$ cat src/auc_pkg.sv
package auc_pkg;
	localparam int unsigned CLK_HZ          = 40000000;
	localparam int unsigned FIFO_DEPTH      = 3;
	localparam int unsigned BUF_DEPTH       = 4;
	localparam int unsigned CHAR_W          = 8;
	localparam logic [3:0]  OVS_LAST        = 4'hF;
	localparam logic [3:0]  START_CHECK     = 4'h7;
	localparam logic [3:0]  HALF_BIT        = 4'h7;
	localparam logic [1:0]  BREAK_END_EDGES = 2'h2;
	localparam logic [1:0]  LEN5            = 2'h0;
	localparam logic [1:0]  LEN8            = 2'h3;
	localparam logic [1:0]  STOP1           = 2'h0;
	localparam logic [1:0]  STOP15          = 2'h1;
	localparam logic [1:0]  STOP2           = 2'h2;

	typedef struct packed {
		logic       brk;
		logic       frame_err;
		logic       parity_err;
		logic [7:0] data;
	} auc_rx_entry_t;

	typedef struct packed {
		logic [1:0] char_len;
		logic       parity_en;
		logic       parity_odd;
		logic       parity_force;
		logic [1:0] stop_len;
		logic       mode_1x;
		logic       block_err;
		logic       cts_gate;
		logic       rts_tx_ctl;
	} auc_cfg_t;

	typedef struct packed {
		logic tx_enable;
		logic tx_disable;
		logic tx_reset;
		logic brk_start;
		logic brk_stop;
		logic rx_enable;
		logic rx_disable;
		logic rx_reset;
		logic err_reset;
	} auc_cmd_t;
endpackage : auc_pkg

$ cat src/auc_uart.sv
// Behaviour
// - Holding-free flag high when enabled and empty; drops on CPU write.
// - Held char moves to idle shifter; holding-free rises again.
// - Writes refused while transmitter is disabled.
// - Frame is start, data LSB first, optional parity, stop length.
// - Idle line high, all-empty set; cleared on new write.
// - Disable lets the current character finish.
// - Break command drives serial output low continuously.
// - Transmitter reset stops at once until re-enabled.
// - With gating, start only while clear-to-send low; finish current.
// - Tx-controlled request-to-send negates one bit after drain when disabled; code negates at the second tx_tick after drain.
// - Start resampled after 7.5 ticks (16X) or next tick (1X).
// - Mid-bit sampling; data LSB first, parity, one stop bit.
// - Character into FIFO, available flag set, upper bits zero.
// - Non-zero char without stop, low half bit later: new start.
// - Error flags latched at character boundary before available flag.
// - Line low whole character loads zero char and break bit.
// - Break ends after line high for two clock edges.
// - Receive FIFO three deep, written into first empty place.
// - Available while non-empty; full flag when three stored.
// - Read returns oldest; popped after the read cycle.
// - Parity, framing, break stored per char; overrun not.
// - Char mode reports head flags; block mode ORs since reset.
// - Full FIFO holds char in shifter; next start discards, sets overrun.
`timescale 1ns/1ps
`default_nettype none
module auc_fifo #(
	parameter int unsigned WIDTH = 8,
	parameter int unsigned DEPTH = 4
) (
	input  wire logic             clk_sys_i,
	input  wire logic             rstn_i,
	input  wire logic             flush_i,
	input  wire logic             in_valid_i,
	output logic                  in_ready_o,
	input  wire logic [WIDTH-1:0] in_data_i,
	output logic                  out_valid_o,
	input  wire logic             out_ready_i,
	output logic [WIDTH-1:0]      out_data_o,
	output logic [2:0]            count_o
);
	logic [WIDTH-1:0] mem [DEPTH];
	logic [1:0]       rd_ptr;
	logic [1:0]       wr_ptr;
	logic             push;
	logic             pop;
	assign in_ready_o  = count_o < 3'(DEPTH);
	assign out_valid_o = count_o != 3'h0;
	assign out_data_o  = mem[rd_ptr];
	assign push        = in_valid_i && in_ready_o;
	assign pop         = out_valid_o && out_ready_i;
	always_ff @(posedge clk_sys_i) begin
		if (push)
			mem[wr_ptr] <= in_data_i;
	end
	always_ff @(posedge clk_sys_i or negedge rstn_i) begin
		if (!rstn_i) begin
			rd_ptr  <= 2'h0;
			wr_ptr  <= 2'h0;
			count_o <= 3'h0;
		end else if (flush_i) begin
			rd_ptr  <= 2'h0;
			wr_ptr  <= 2'h0;
			count_o <= 3'h0;
		end else begin
			if (push)
				wr_ptr <= (wr_ptr == 2'(DEPTH - 1)) ? 2'h0 : wr_ptr + 2'h1;
			if (pop)
				rd_ptr <= (rd_ptr == 2'(DEPTH - 1)) ? 2'h0 : rd_ptr + 2'h1;
			count_o <= count_o + 3'(push) - 3'(pop);
		end
	end
endmodule : auc_fifo

module auc_uart
	import auc_pkg::*;
(
	input  wire logic       clk_sys_i,
	input  wire logic       rstn_i,
	input  wire logic       bit_tick_i,
	input  wire auc_cfg_t   cfg_i,
	input  wire auc_cmd_t   cmd_i,
	input  wire logic       tx_write_i,
	input  wire logic [7:0] tx_data_i,
	input  wire logic       rx_read_i,
	input  wire logic       rxd_i,
	input  wire logic       clear_to_send_n_i,
	output logic            txd_o,
	output logic            request_to_send_n_o,
	output logic            tx_holding_free_o,
	output logic            tx_all_empty_o,
	output logic            rx_char_available_o,
	output logic            rx_fifo_full_flag_o,
	output logic [7:0]      rx_data_o,
	output logic [4:0]      channel_status_reg_o
);
	typedef enum {AUC_TX_IDLE, AUC_TX_START, AUC_TX_DATA, AUC_TX_PAR, AUC_TX_STOP, AUC_TX_RTS} auc_tx_st_t;
	typedef enum {AUC_RX_HUNT, AUC_RX_CHECK, AUC_RX_DATA, AUC_RX_PAR, AUC_RX_STOP, AUC_RX_BRK} auc_rx_st_t;

	auc_tx_st_t    tx_st;
	auc_rx_st_t    rx_st;
	logic          tx_en;
	logic          tx_brk;
	logic          hold_full;
	logic [7:0]    hold_data;
	logic [7:0]    tx_shift;
	logic [3:0]    tx_div;
	logic [2:0]    tx_bit;
	logic          tx_par;
	logic          tx_tick;
	logic [4:0]    tx_stop_ticks;
	logic [2:0]    len_last;
	logic          rx_en;
	logic          rxd_q;
	logic [3:0]    rx_div;
	logic [2:0]    rx_bit;
	logic [7:0]    rx_shift;
	logic          rx_par;
	logic          rx_half;
	logic          held_valid;
	auc_rx_entry_t held;
	logic          overrun;
	logic [1:0]    high_edges;
	logic          rx_tick;
	logic          fifo_in_ready;
	logic          fifo_out_valid;
	auc_rx_entry_t fifo_head;
	logic [2:0]    fifo_count;
	logic [2:0]    err_block;
	logic          rts_armed;

	assign len_last = 3'(cfg_i.char_len) + 3'h4;
	// Divide bit clock ticks by 16 unless in 1X mode
	assign tx_tick  = bit_tick_i && (cfg_i.mode_1x || tx_div == OVS_LAST);
	assign rx_tick  = bit_tick_i && (cfg_i.mode_1x || rx_div == OVS_LAST);
	// Index of the last 16X tick of the stop period; two stop bits need all 5 bits
	assign tx_stop_ticks = (cfg_i.stop_len == STOP1) ? 5'h0F : (cfg_i.stop_len == STOP15) ? 5'h17 : 5'h1F;

	always_ff @(posedge clk_sys_i or negedge rstn_i) begin
		if (!rstn_i) begin
			tx_en  <= 1'b0;
			tx_brk <= 1'b0;
		end else begin
			if (cmd_i.tx_reset || cmd_i.tx_disable)
				tx_en <= 1'b0;
			else if (cmd_i.tx_enable)
				tx_en <= 1'b1;
			if (cmd_i.tx_reset || cmd_i.brk_stop)
				tx_brk <= 1'b0;
			else if (cmd_i.brk_start)
				tx_brk <= 1'b1;
		end
	end

	always_ff @(posedge clk_sys_i or negedge rstn_i) begin
		if (!rstn_i) begin
			hold_full <= 1'b0;
			hold_data <= 8'h00;
		end else if (cmd_i.tx_reset) begin
			hold_full <= 1'b0;
		end else if (tx_write_i && tx_en && !hold_full) begin
			hold_full <= 1'b1;
			hold_data <= tx_data_i;
		end else if (hold_full && tx_st == AUC_TX_IDLE && !tx_brk && (!cfg_i.cts_gate || !clear_to_send_n_i)) begin
			hold_full <= 1'b0;
		end
	end

	always_ff @(posedge clk_sys_i or negedge rstn_i) begin
		if (!rstn_i) begin
			tx_st    <= AUC_TX_IDLE;
			tx_shift <= 8'h00;
			tx_div   <= 4'h0;
			tx_bit   <= 3'h0;
			tx_par   <= 1'b0;
			txd_o    <= 1'b1;
		end else if (cmd_i.tx_reset) begin
			tx_st <= AUC_TX_IDLE;
			txd_o <= 1'b1;
		end else begin
			if (bit_tick_i)
				tx_div <= tx_div + 4'h1;
			case (tx_st)
				AUC_TX_IDLE: begin
					if (hold_full && !tx_brk && (!cfg_i.cts_gate || !clear_to_send_n_i)) begin
						tx_st    <= AUC_TX_START;
						tx_shift <= hold_data;
						tx_par   <= cfg_i.parity_odd;
						tx_div   <= 4'h0;
					end
				end
				AUC_TX_START: if (tx_tick) begin
					tx_st  <= AUC_TX_DATA;
					tx_bit <= 3'h0;
				end
				AUC_TX_DATA: if (tx_tick) begin
					tx_par   <= tx_par ^ tx_shift[0];
					tx_shift <= {1'b0, tx_shift[7:1]};
					tx_bit   <= tx_bit + 3'h1;
					if (tx_bit == len_last) begin
						tx_st  <= cfg_i.parity_en ? AUC_TX_PAR : AUC_TX_STOP;
						tx_bit <= 3'h0;
						tx_div <= 4'h0;
					end
				end
				AUC_TX_PAR: if (tx_tick) begin
					tx_st  <= AUC_TX_STOP;
					tx_div <= 4'h0;
				end
				AUC_TX_STOP: if (bit_tick_i) begin
					// Stop length counted in 16ths; 1X mode uses whole bits
					tx_bit <= tx_bit + 3'h1;
					if (cfg_i.mode_1x ? (tx_bit == 3'(cfg_i.stop_len == STOP2)) :
							({tx_bit[0], tx_div} == tx_stop_ticks)) begin
						tx_st  <= AUC_TX_IDLE;
						tx_bit <= 3'h0;
					end else if (!cfg_i.mode_1x && tx_div != OVS_LAST)
						tx_bit <= tx_bit;
				end
				default: tx_st <= AUC_TX_IDLE;
			endcase
			if (tx_brk)
				txd_o <= 1'b0;
			else
				case (tx_st)
					AUC_TX_START: txd_o <= 1'b0;
					AUC_TX_DATA:  txd_o <= tx_shift[0];
					AUC_TX_PAR:   txd_o <= cfg_i.parity_force ? cfg_i.parity_odd : tx_par;
					default:      txd_o <= 1'b1;
				endcase
		end
	end

	always_ff @(posedge clk_sys_i or negedge rstn_i) begin
		if (!rstn_i) begin
			tx_holding_free_o <= 1'b0;
			tx_all_empty_o    <= 1'b0;
		end else begin
			tx_holding_free_o <= tx_en && !hold_full && !(tx_write_i && tx_en);
			tx_all_empty_o    <= tx_en && !hold_full && !tx_write_i && tx_st == AUC_TX_IDLE;
		end
	end

	always_ff @(posedge clk_sys_i or negedge rstn_i) begin
		if (!rstn_i) begin
			request_to_send_n_o <= 1'b1;
			rts_armed           <= 1'b0;
			rx_half             <= 1'b0;
		end else begin
			rts_armed <= cfg_i.rts_tx_ctl && !tx_en && !hold_full && tx_st == AUC_TX_IDLE;
			// First tick opens the bit time, the next one closes it
			if (!rts_armed)
				rx_half <= 1'b0;
			else if (tx_tick)
				rx_half <= 1'b1;
			// Enable wins, so a re-enable never sees a stale drop
			if (tx_en)
				request_to_send_n_o <= 1'b0;
			else if (rts_armed && rx_half && tx_tick)
				request_to_send_n_o <= 1'b1;
		end
	end

	// Receiver enable
	always_ff @(posedge clk_sys_i or negedge rstn_i) begin
		if (!rstn_i)
			rx_en <= 1'b0;
		else if (cmd_i.rx_reset || cmd_i.rx_disable)
			rx_en <= 1'b0;
		else if (cmd_i.rx_enable)
			rx_en <= 1'b1;
	end

	always_ff @(posedge clk_sys_i or negedge rstn_i) begin
		if (!rstn_i) begin
			rx_st      <= AUC_RX_HUNT;
			rxd_q      <= 1'b1;
			rx_div     <= 4'h0;
			rx_bit     <= 3'h0;
			rx_shift   <= 8'h00;
			rx_par     <= 1'b0;
			high_edges <= 2'h0;
			held_valid <= 1'b0;
			held       <= '0;
			overrun    <= 1'b0;
		end else begin
			rxd_q <= rxd_i;
			if (bit_tick_i)
				rx_div <= rx_div + 4'h1;
			if (held_valid && fifo_in_ready)
				held_valid <= 1'b0;
			if (cmd_i.err_reset || cmd_i.rx_reset)
				overrun <= 1'b0;
			if (!rx_en) begin
				rx_st <= AUC_RX_HUNT;
			end else case (rx_st)
				AUC_RX_HUNT: if (rxd_q && !rxd_i) begin
					rx_st  <= AUC_RX_CHECK;
					rx_div <= 4'h0;
				end
				AUC_RX_CHECK: if (bit_tick_i && (cfg_i.mode_1x || rx_div == START_CHECK)) begin
					rx_st    <= rxd_i ? AUC_RX_HUNT : AUC_RX_DATA;
					rx_div   <= 4'h0;
					rx_bit   <= 3'h0;
					rx_shift <= 8'h00;
					rx_par   <= cfg_i.parity_odd;
					if (!rxd_i && held_valid && !fifo_in_ready) begin
						held_valid <= 1'b0;
						overrun    <= 1'b1;
					end
				end
				AUC_RX_DATA: if (rx_tick) begin
					rx_shift[rx_bit] <= rxd_i;
					rx_par <= rx_par ^ rxd_i;
					rx_bit <= rx_bit + 3'h1;
					if (rx_bit == len_last)
						rx_st <= cfg_i.parity_en ? AUC_RX_PAR : AUC_RX_STOP;
				end
				AUC_RX_PAR: if (rx_tick) begin
					rx_par <= cfg_i.parity_force ? (rxd_i != cfg_i.parity_odd) : (rx_par ^ rxd_i);
					rx_st  <= AUC_RX_STOP;
				end
				AUC_RX_STOP: if (rx_tick) begin
					held_valid      <= 1'b1;
					held.data       <= rx_shift;
					held.frame_err  <= !rxd_i;
					held.parity_err <= cfg_i.parity_en && rx_par;
					held.brk        <= !rxd_i && rx_shift == 8'h00 && !(cfg_i.parity_en && rxd_q);
					rx_div          <= 4'h0;
					if (rxd_i)
						rx_st <= AUC_RX_HUNT;
					else if (rx_shift == 8'h00)
						rx_st <= AUC_RX_BRK;
					else
						// half-bit re-start reuses the check state
						rx_st <= AUC_RX_CHECK;
				end
				// break end after two high edges
				AUC_RX_BRK: begin
					high_edges <= rxd_i ? high_edges + 2'h1 : 2'h0;
					if (rxd_i && high_edges == BREAK_END_EDGES - 2'h1) begin
						rx_st      <= AUC_RX_HUNT;
						high_edges <= 2'h0;
					end
				end
				default: rx_st <= AUC_RX_HUNT;
			endcase
		end
	end

	auc_fifo #(
		.WIDTH ($bits(auc_rx_entry_t)),
		.DEPTH (FIFO_DEPTH)
	) u_rx_fifo (
		.clk_sys_i   (clk_sys_i),
		.rstn_i      (rstn_i),
		.flush_i     (cmd_i.rx_reset),
		.in_valid_i  (held_valid),
		.in_ready_o  (fifo_in_ready),
		.in_data_i   (held),
		.out_valid_o (fifo_out_valid),
		.out_ready_i (rx_read_i),
		.out_data_o  (fifo_head),
		.count_o     (fifo_count)
	);

	always_ff @(posedge clk_sys_i or negedge rstn_i) begin
		if (!rstn_i) begin
			rx_char_available_o  <= 1'b0;
			rx_fifo_full_flag_o  <= 1'b0;
			rx_data_o            <= 8'h00;
			err_block            <= 3'h0;
			channel_status_reg_o <= 5'h00;
		end else begin
			rx_char_available_o <= fifo_out_valid;
			rx_fifo_full_flag_o <= fifo_count == 3'(FIFO_DEPTH);
			rx_data_o           <= fifo_out_valid ? fifo_head.data : 8'h00;
			// Head flags win over a reset-error in the same cycle
			err_block <= (cmd_i.err_reset ? 3'h0 : err_block) |
				(fifo_out_valid ? {fifo_head.brk, fifo_head.frame_err, fifo_head.parity_err} : 3'h0);
			channel_status_reg_o <= {overrun, cfg_i.block_err ? err_block :
				(fifo_out_valid ? {fifo_head.brk, fifo_head.frame_err, fifo_head.parity_err} : 3'h0),
				1'b0};
		end
	end

	cov_tx_frame_c: cover property (@(posedge clk_sys_i) disable iff (!rstn_i) tx_st == AUC_TX_STOP ##1 tx_st == AUC_TX_IDLE);
	cov_rx_char_c: cover property (@(posedge clk_sys_i) disable iff (!rstn_i) held_valid && fifo_in_ready);
	cov_fifo_full_c: cover property (@(posedge clk_sys_i) disable iff (!rstn_i) rx_fifo_full_flag_o);

	tx_refuse_a: assert property (@(posedge clk_sys_i) disable iff (!rstn_i)
		!tx_en && !hold_full |=> !hold_full) else $error("write accepted while disabled");
	tx_brk_low_a: assert property (@(posedge clk_sys_i) disable iff (!rstn_i)
		tx_brk && !cmd_i.tx_reset |=> !txd_o) else $error("break not low");
	tx_reset_a: assert property (@(posedge clk_sys_i) disable iff (!rstn_i)
		cmd_i.tx_reset |=> tx_st == AUC_TX_IDLE && !hold_full && !tx_en) else $error("reset did not stop");
	tx_cts_a: assert property (@(posedge clk_sys_i) disable iff (!rstn_i)
		tx_st == AUC_TX_IDLE && cfg_i.cts_gate && clear_to_send_n_i |=> tx_st != AUC_TX_START) else $error("start without cts");
	tx_free_a: assert property (@(posedge clk_sys_i) disable iff (!rstn_i)
		tx_write_i && tx_en |=> !tx_holding_free_o) else $error("free flag stayed high");
	rx_full_a: assert property (@(posedge clk_sys_i) disable iff (!rstn_i)
		fifo_count == 3'h3 |=> rx_fifo_full_flag_o && rx_char_available_o) else $error("full flag missing");
	rx_bound_a: assert property (@(posedge clk_sys_i) disable iff (!rstn_i)
		fifo_count <= 3'h3) else $error("fifo over three");
	rx_false_a: assert property (@(posedge clk_sys_i) disable iff (!rstn_i)
		rx_en && rx_st == AUC_RX_CHECK && bit_tick_i && (cfg_i.mode_1x || rx_div == START_CHECK) && rxd_i
		|=> rx_st == AUC_RX_HUNT)
		else $error("false start kept");
endmodule : auc_uart
`default_nettype wire

$ cat config.mk
export PLATFORM = sky130hd
export DESIGN_NAME = auc_uart
export DESIGN_NICKNAME = d
export VERILOG_FILES = /design/src/auc_pkg.sv /design/src/auc_uart.sv
export SDC_FILE = /design/constraint.sdc
export NUM_CORES = 1
export LEC_CHECK = 0
export BUFFER_PORTS_ARGS = -buffer_cell sky130_fd_sc_hd__buf_4
export CAP_MARGIN = 20
export CORE_MARGIN = 8
export CORE_UTILIZATION = 52
export CTS_BUF_LIST = sky130_fd_sc_hd__clkbuf_8
export DETAILED_ROUTE_END_ITERATION = 16
export GPL_TIMING_DRIVEN = 0
export PLACE_DENSITY = 0.73
export SYNTH_ARGS = -nofsm -noshare
export SYNTH_HDL_FRONTEND = slang
export SYNTH_SLANG_ARGS = --single-unit
$ cat constraint.sdc
create_clock -name clk_sys_i -period 2.8 [get_ports clk_sys_i]
set_input_delay 0.42 -clock clk_sys_i [delete_from_list [all_inputs] [get_ports clk_sys_i]]
set_output_delay 0.42 -clock clk_sys_i [all_outputs]
set_load 0.05 [all_outputs]
==> impl_metrics.env <==
export IMPL_utilization=0.618
export IMPL_detailed_place_hpwl_um=8260
export IMPL_seq_power_share=0.448
export IMPL_max_cap_violations=0
export IMPL_setup_violations_final=0
export IMPL_gr_usage_all_layers=0.167
export IMPL_synth_edff_count=33
export IMPL_cp_end_kind="register"
export IMPL_period_minus_slack_ns=2.37
export IMPL_dieArea_sq_um=15000
export IMPL_max_freq_mhz=423
export IMPL_regToRegEndpoint="held[4]"
export IMPL_cp_max_fo=10
export IMPL_p_comb_frac=0.212
export IMPL_worstRegToRegCells=7
export IMPL_cts_tree="done"
export IMPL_cts_setup_buffers=0
export IMPL_cts_buffer_depth=2
export IMPL_cts_made_buffers=17
export IMPL_drc=0
export IMPL_slowest_stage="dfrtp_1"
export IMPL_r2r_start="rx_div[0]"
export IMPL_seq_area_frac_synth=0.578
export IMPL_detailroute_via_count=4212
export IMPL_io_pins=54
export IMPL_ys_seq_elements=129
export IMPL_cp_cell_sequence="ha_1 -> a31o_2 -> nand3_1 -> or2_2 -> clkbuf_1 -> clkbuf_1 -> mux2_2"
export IMPL_power_density_nw_per_um2=749
export IMPL_htreeDepth=4
export IMPL_die_h_um=122
export IMPL_timing_critical_path_required_ns=3.12
export IMPL_clock_latency_ns=0.44
export IMPL_fp_row_count=39
export IMPL_hold_viol_final=0
export IMPL_p_leak_nw=3.07
export IMPL_p_clk_frac=0.339
export IMPL_n_fill_cell=907
export IMPL_clk_pin_slew_worst_paths_ns=0.07
export IMPL_intPower_mw=3.58
export IMPL_area_growth_pct=18.1
export IMPL_async_flop_share=0.744
export IMPL_cp_arrival_ns=2.69
export IMPL_grt_pass1_vias=4299
export IMPL_antenna_left=0
export IMPL_synth_fp_nets=577
export IMPL_netlist_area_sq_um=5880
export IMPL_fin_worst_skew_ns=0.00906
export IMPL_slew_headroom=0.345
export IMPL_grt_overflow_total=0
export IMPL_whs_path_depth=1
export IMPL_syn_area_per_cell_sq_um=11.0
export IMPL_min_from="rxd_i"
export IMPL_fin_crit_sh=0.845
export IMPL_final_layout_size_suffix_gt1_frac=0.194
export IMPL_outcome="completed"
export IMPL_ys_flop_type="dfrtp_1"
export IMPL_power_share_switching=0.311
export IMPL_finalSetupTns_ns=0
export IMPL_worstHoldPathType="primary input to register"
export IMPL_num_antenna_cells=0
export IMPL_r2r_slack_ns=0.43
export IMPL_drt_wl_total_um=11700
export IMPL_path_common_cell="clkbuf_1"
export IMPL_drt_vias_per_instance=5.53
export IMPL_nets=650
export IMPL_finalMaxSlewViolations=0
export IMPL_antenna_found_initial=0
export IMPL_max_stage_delay_ns=0.41
export IMPL_min_to="rxd_q"
export IMPL_grt_setup_unrepaired="false"
export IMPL_path_class="register to register"
export IMPL_post_drt_wl_per_cell_um=15.3
export IMPL_globalplace_congestion=0.904
export IMPL_cts_sinks=129
export IMPL_grt_max_degree=55
export IMPL_syn_inst=533
export IMPL_clockRootBuffer="clkbuf_8"
export IMPL_critPathLaunchType="register"
export IMPL_drt_pass1_iterations=4
export IMPL_grt_pass1_wl_um=19900
export IMPL_fp_coreArea_sq_um=11200
export IMPL_tightestPinTransition_ns=0.970
export IMPL_start_util=0.524
export IMPL_drt_iter0_markers=320
export IMPL_vdd_drop_max_mv=0.624
export IMPL_port_buffer_count=50
export IMPL_yosysUniqueCellTypes=66
export IMPL_ys_warn_count=0
export IMPL_die_w_um=122
export IMPL_startpoint="rx_div[0]"
export IMPL_p_sw_mw=1.62
## worst max-delay path: cells and delay by family (launching register included)
family	cells	cell delay (ns)
compound gates	1	0.29
mux	1	0.39
flops	1	0.41
buf+inv	2	0.65
fa+ha+maj	1	0.24
simple gates	2	0.28
## what timing repair did
| item | CTS | global route |
|---|---|---|
| hold buffers | 1 | 0 |
| hold endpoints to repair | 42 | 0 |
| gates resized for setup | 0 | 0 |
## logic make-up (layout without fill, tap and decap cells)
kind of cell,count (synthesis),count (layout),synth area share
adder cells (fa/ha/maj),9,9,0.0204
multiplexers,43,43,0.0771
other,1,1,0.000638
XOR/XNOR,9,9,0.0134
AND/OR/NAND/NOR,168,168,0.142
AO/OA/AOI/OAI,118,118,0.131
flip-flops,129,129,0.578
buffers and inverters,56,142,0.0371
## routing by layer
metal / GRT usage / up-vias / wire length (um)
li1: - / 2057 / -
met1: 0.187 / 2041 / 4880
met2: 0.289 / 99 / 5910
met3: 0.0575 / 15 / 743
met4: 0.0655 / 0 / 121
met5: 0 / - / 0
## metrics by stage
step,setup WS [ns],hold WS [ns],area (sq um),power [mW],instances
2_1_floorplan,0.296,0.124,5880,3.12,533
3_3_place_gp,-0.313,0.368,6430,3.42,726
3_5_place_dp,0.348,0.375,6470,3.48,728
4_1_cts,0.409,0.0914,6930,5.25,761
5_1_grt,0.223,0.0857,6940,5.48,762
6_report,0.434,0.122,6940,5.20,762
## cell usage after synthesis (all sizes together) (5+ instances only)
| library cell | count | area, sq um |
|---|---|---|
| a21o | 5 | 37.5 |
| a21oi | 28 | 144 |
| a31oi | 8 | 50.1 |
| buf | 8 | 37.5 |
| clkbuf | 20 | 75.1 |
| dfrtp | 93 | 2330 |
| edfxtp | 33 | 991 |
| ha | 8 | 100 |
| inv | 28 | 105 |
| mux2 | 18 | 203 |
| mux2i | 25 | 250 |
| nand2 | 54 | 203 |
| nand2b | 7 | 43.8 |
| nand3 | 9 | 45.0 |
| nor2 | 38 | 143 |
| nor2b | 6 | 37.5 |
| nor3 | 14 | 70.1 |
| nor3b | 6 | 45.0 |
| o211ai | 7 | 52.6 |
| o21ai | 31 | 155 |
| o31ai | 8 | 60.1 |
| or3 | 5 | 31.3 |
| xnor2 | 6 | 52.6 |
## worst max path at each step
| stage | slack [ns] | end | cells past startpoint |
|---|---|---|---|
| floorplan | 0.30 | u_rx_fifo.count_o[2] | 11 |
| global placement | -0.31 | u_rx_fifo.count_o[2] | 11 |
| detailed placement | 0.35 | rx_div[2] | 6 |
| CTS | 0.41 | rx_div[3] | 5 |
| global route | 0.22 | tx_shift[1] | 7 |
| finish | 0.43 | held[4] | 7 |
## final cells by class
cell class,instances,area [sq um],area share
inverters,28,105,0.0151
clock buffers,17,234,0.0337
plain buffers,28,113,0.0162
multi-input cells,348,2270,0.327
repair buffers,54,430,0.0620
clock inverters,15,209,0.0301
well taps,143,179,0.0258
flip-flops and latches,129,3400,0.490
## registers in the layout (all words and copies together) (netlist names), 2 cells and up
signal and count:
u_rx_fifo.mem 33, held 11, hold_data 8, rx_data_o 8, rx_shift 8, tx_shift 8, channel_status_reg_o 4, rx_div 4
tx_div 4, err_block 3, rx_bit 3, rx_st 3, tx_bit 3, tx_st 3, u_rx_fifo.count_o 3, high_edges 2
u_rx_fifo.rd_ptr 2, u_rx_fifo.wr_ptr 2
## cells in the final DEF (no fill, tap or decap), drive strengths merged, types with 7 or more instances in the layout
cell	n
mux2	18
o211ai	7
nor2	38
dfrtp	93
ha	8
mux2i	25
o21ai	31
edfxtp	33
nor3	14
buf	60
nand2	54
o31ai	8
nand2b	7
nand3	9
inv	33
clkbuf	37
a31oi	8
a21oi	28
## power by group through the flow
stage               sequential, mW  clock [mW]  combinational (mW)
floorplan                     2.53           0               0.592
global placement              2.36           0                1.06
CTS                           2.33        1.80                1.12
global route                  2.36        1.87                1.25
detailed placement            2.37           0                1.11
finish                        2.33        1.76                1.10
(Power assumes the default switching activity.)
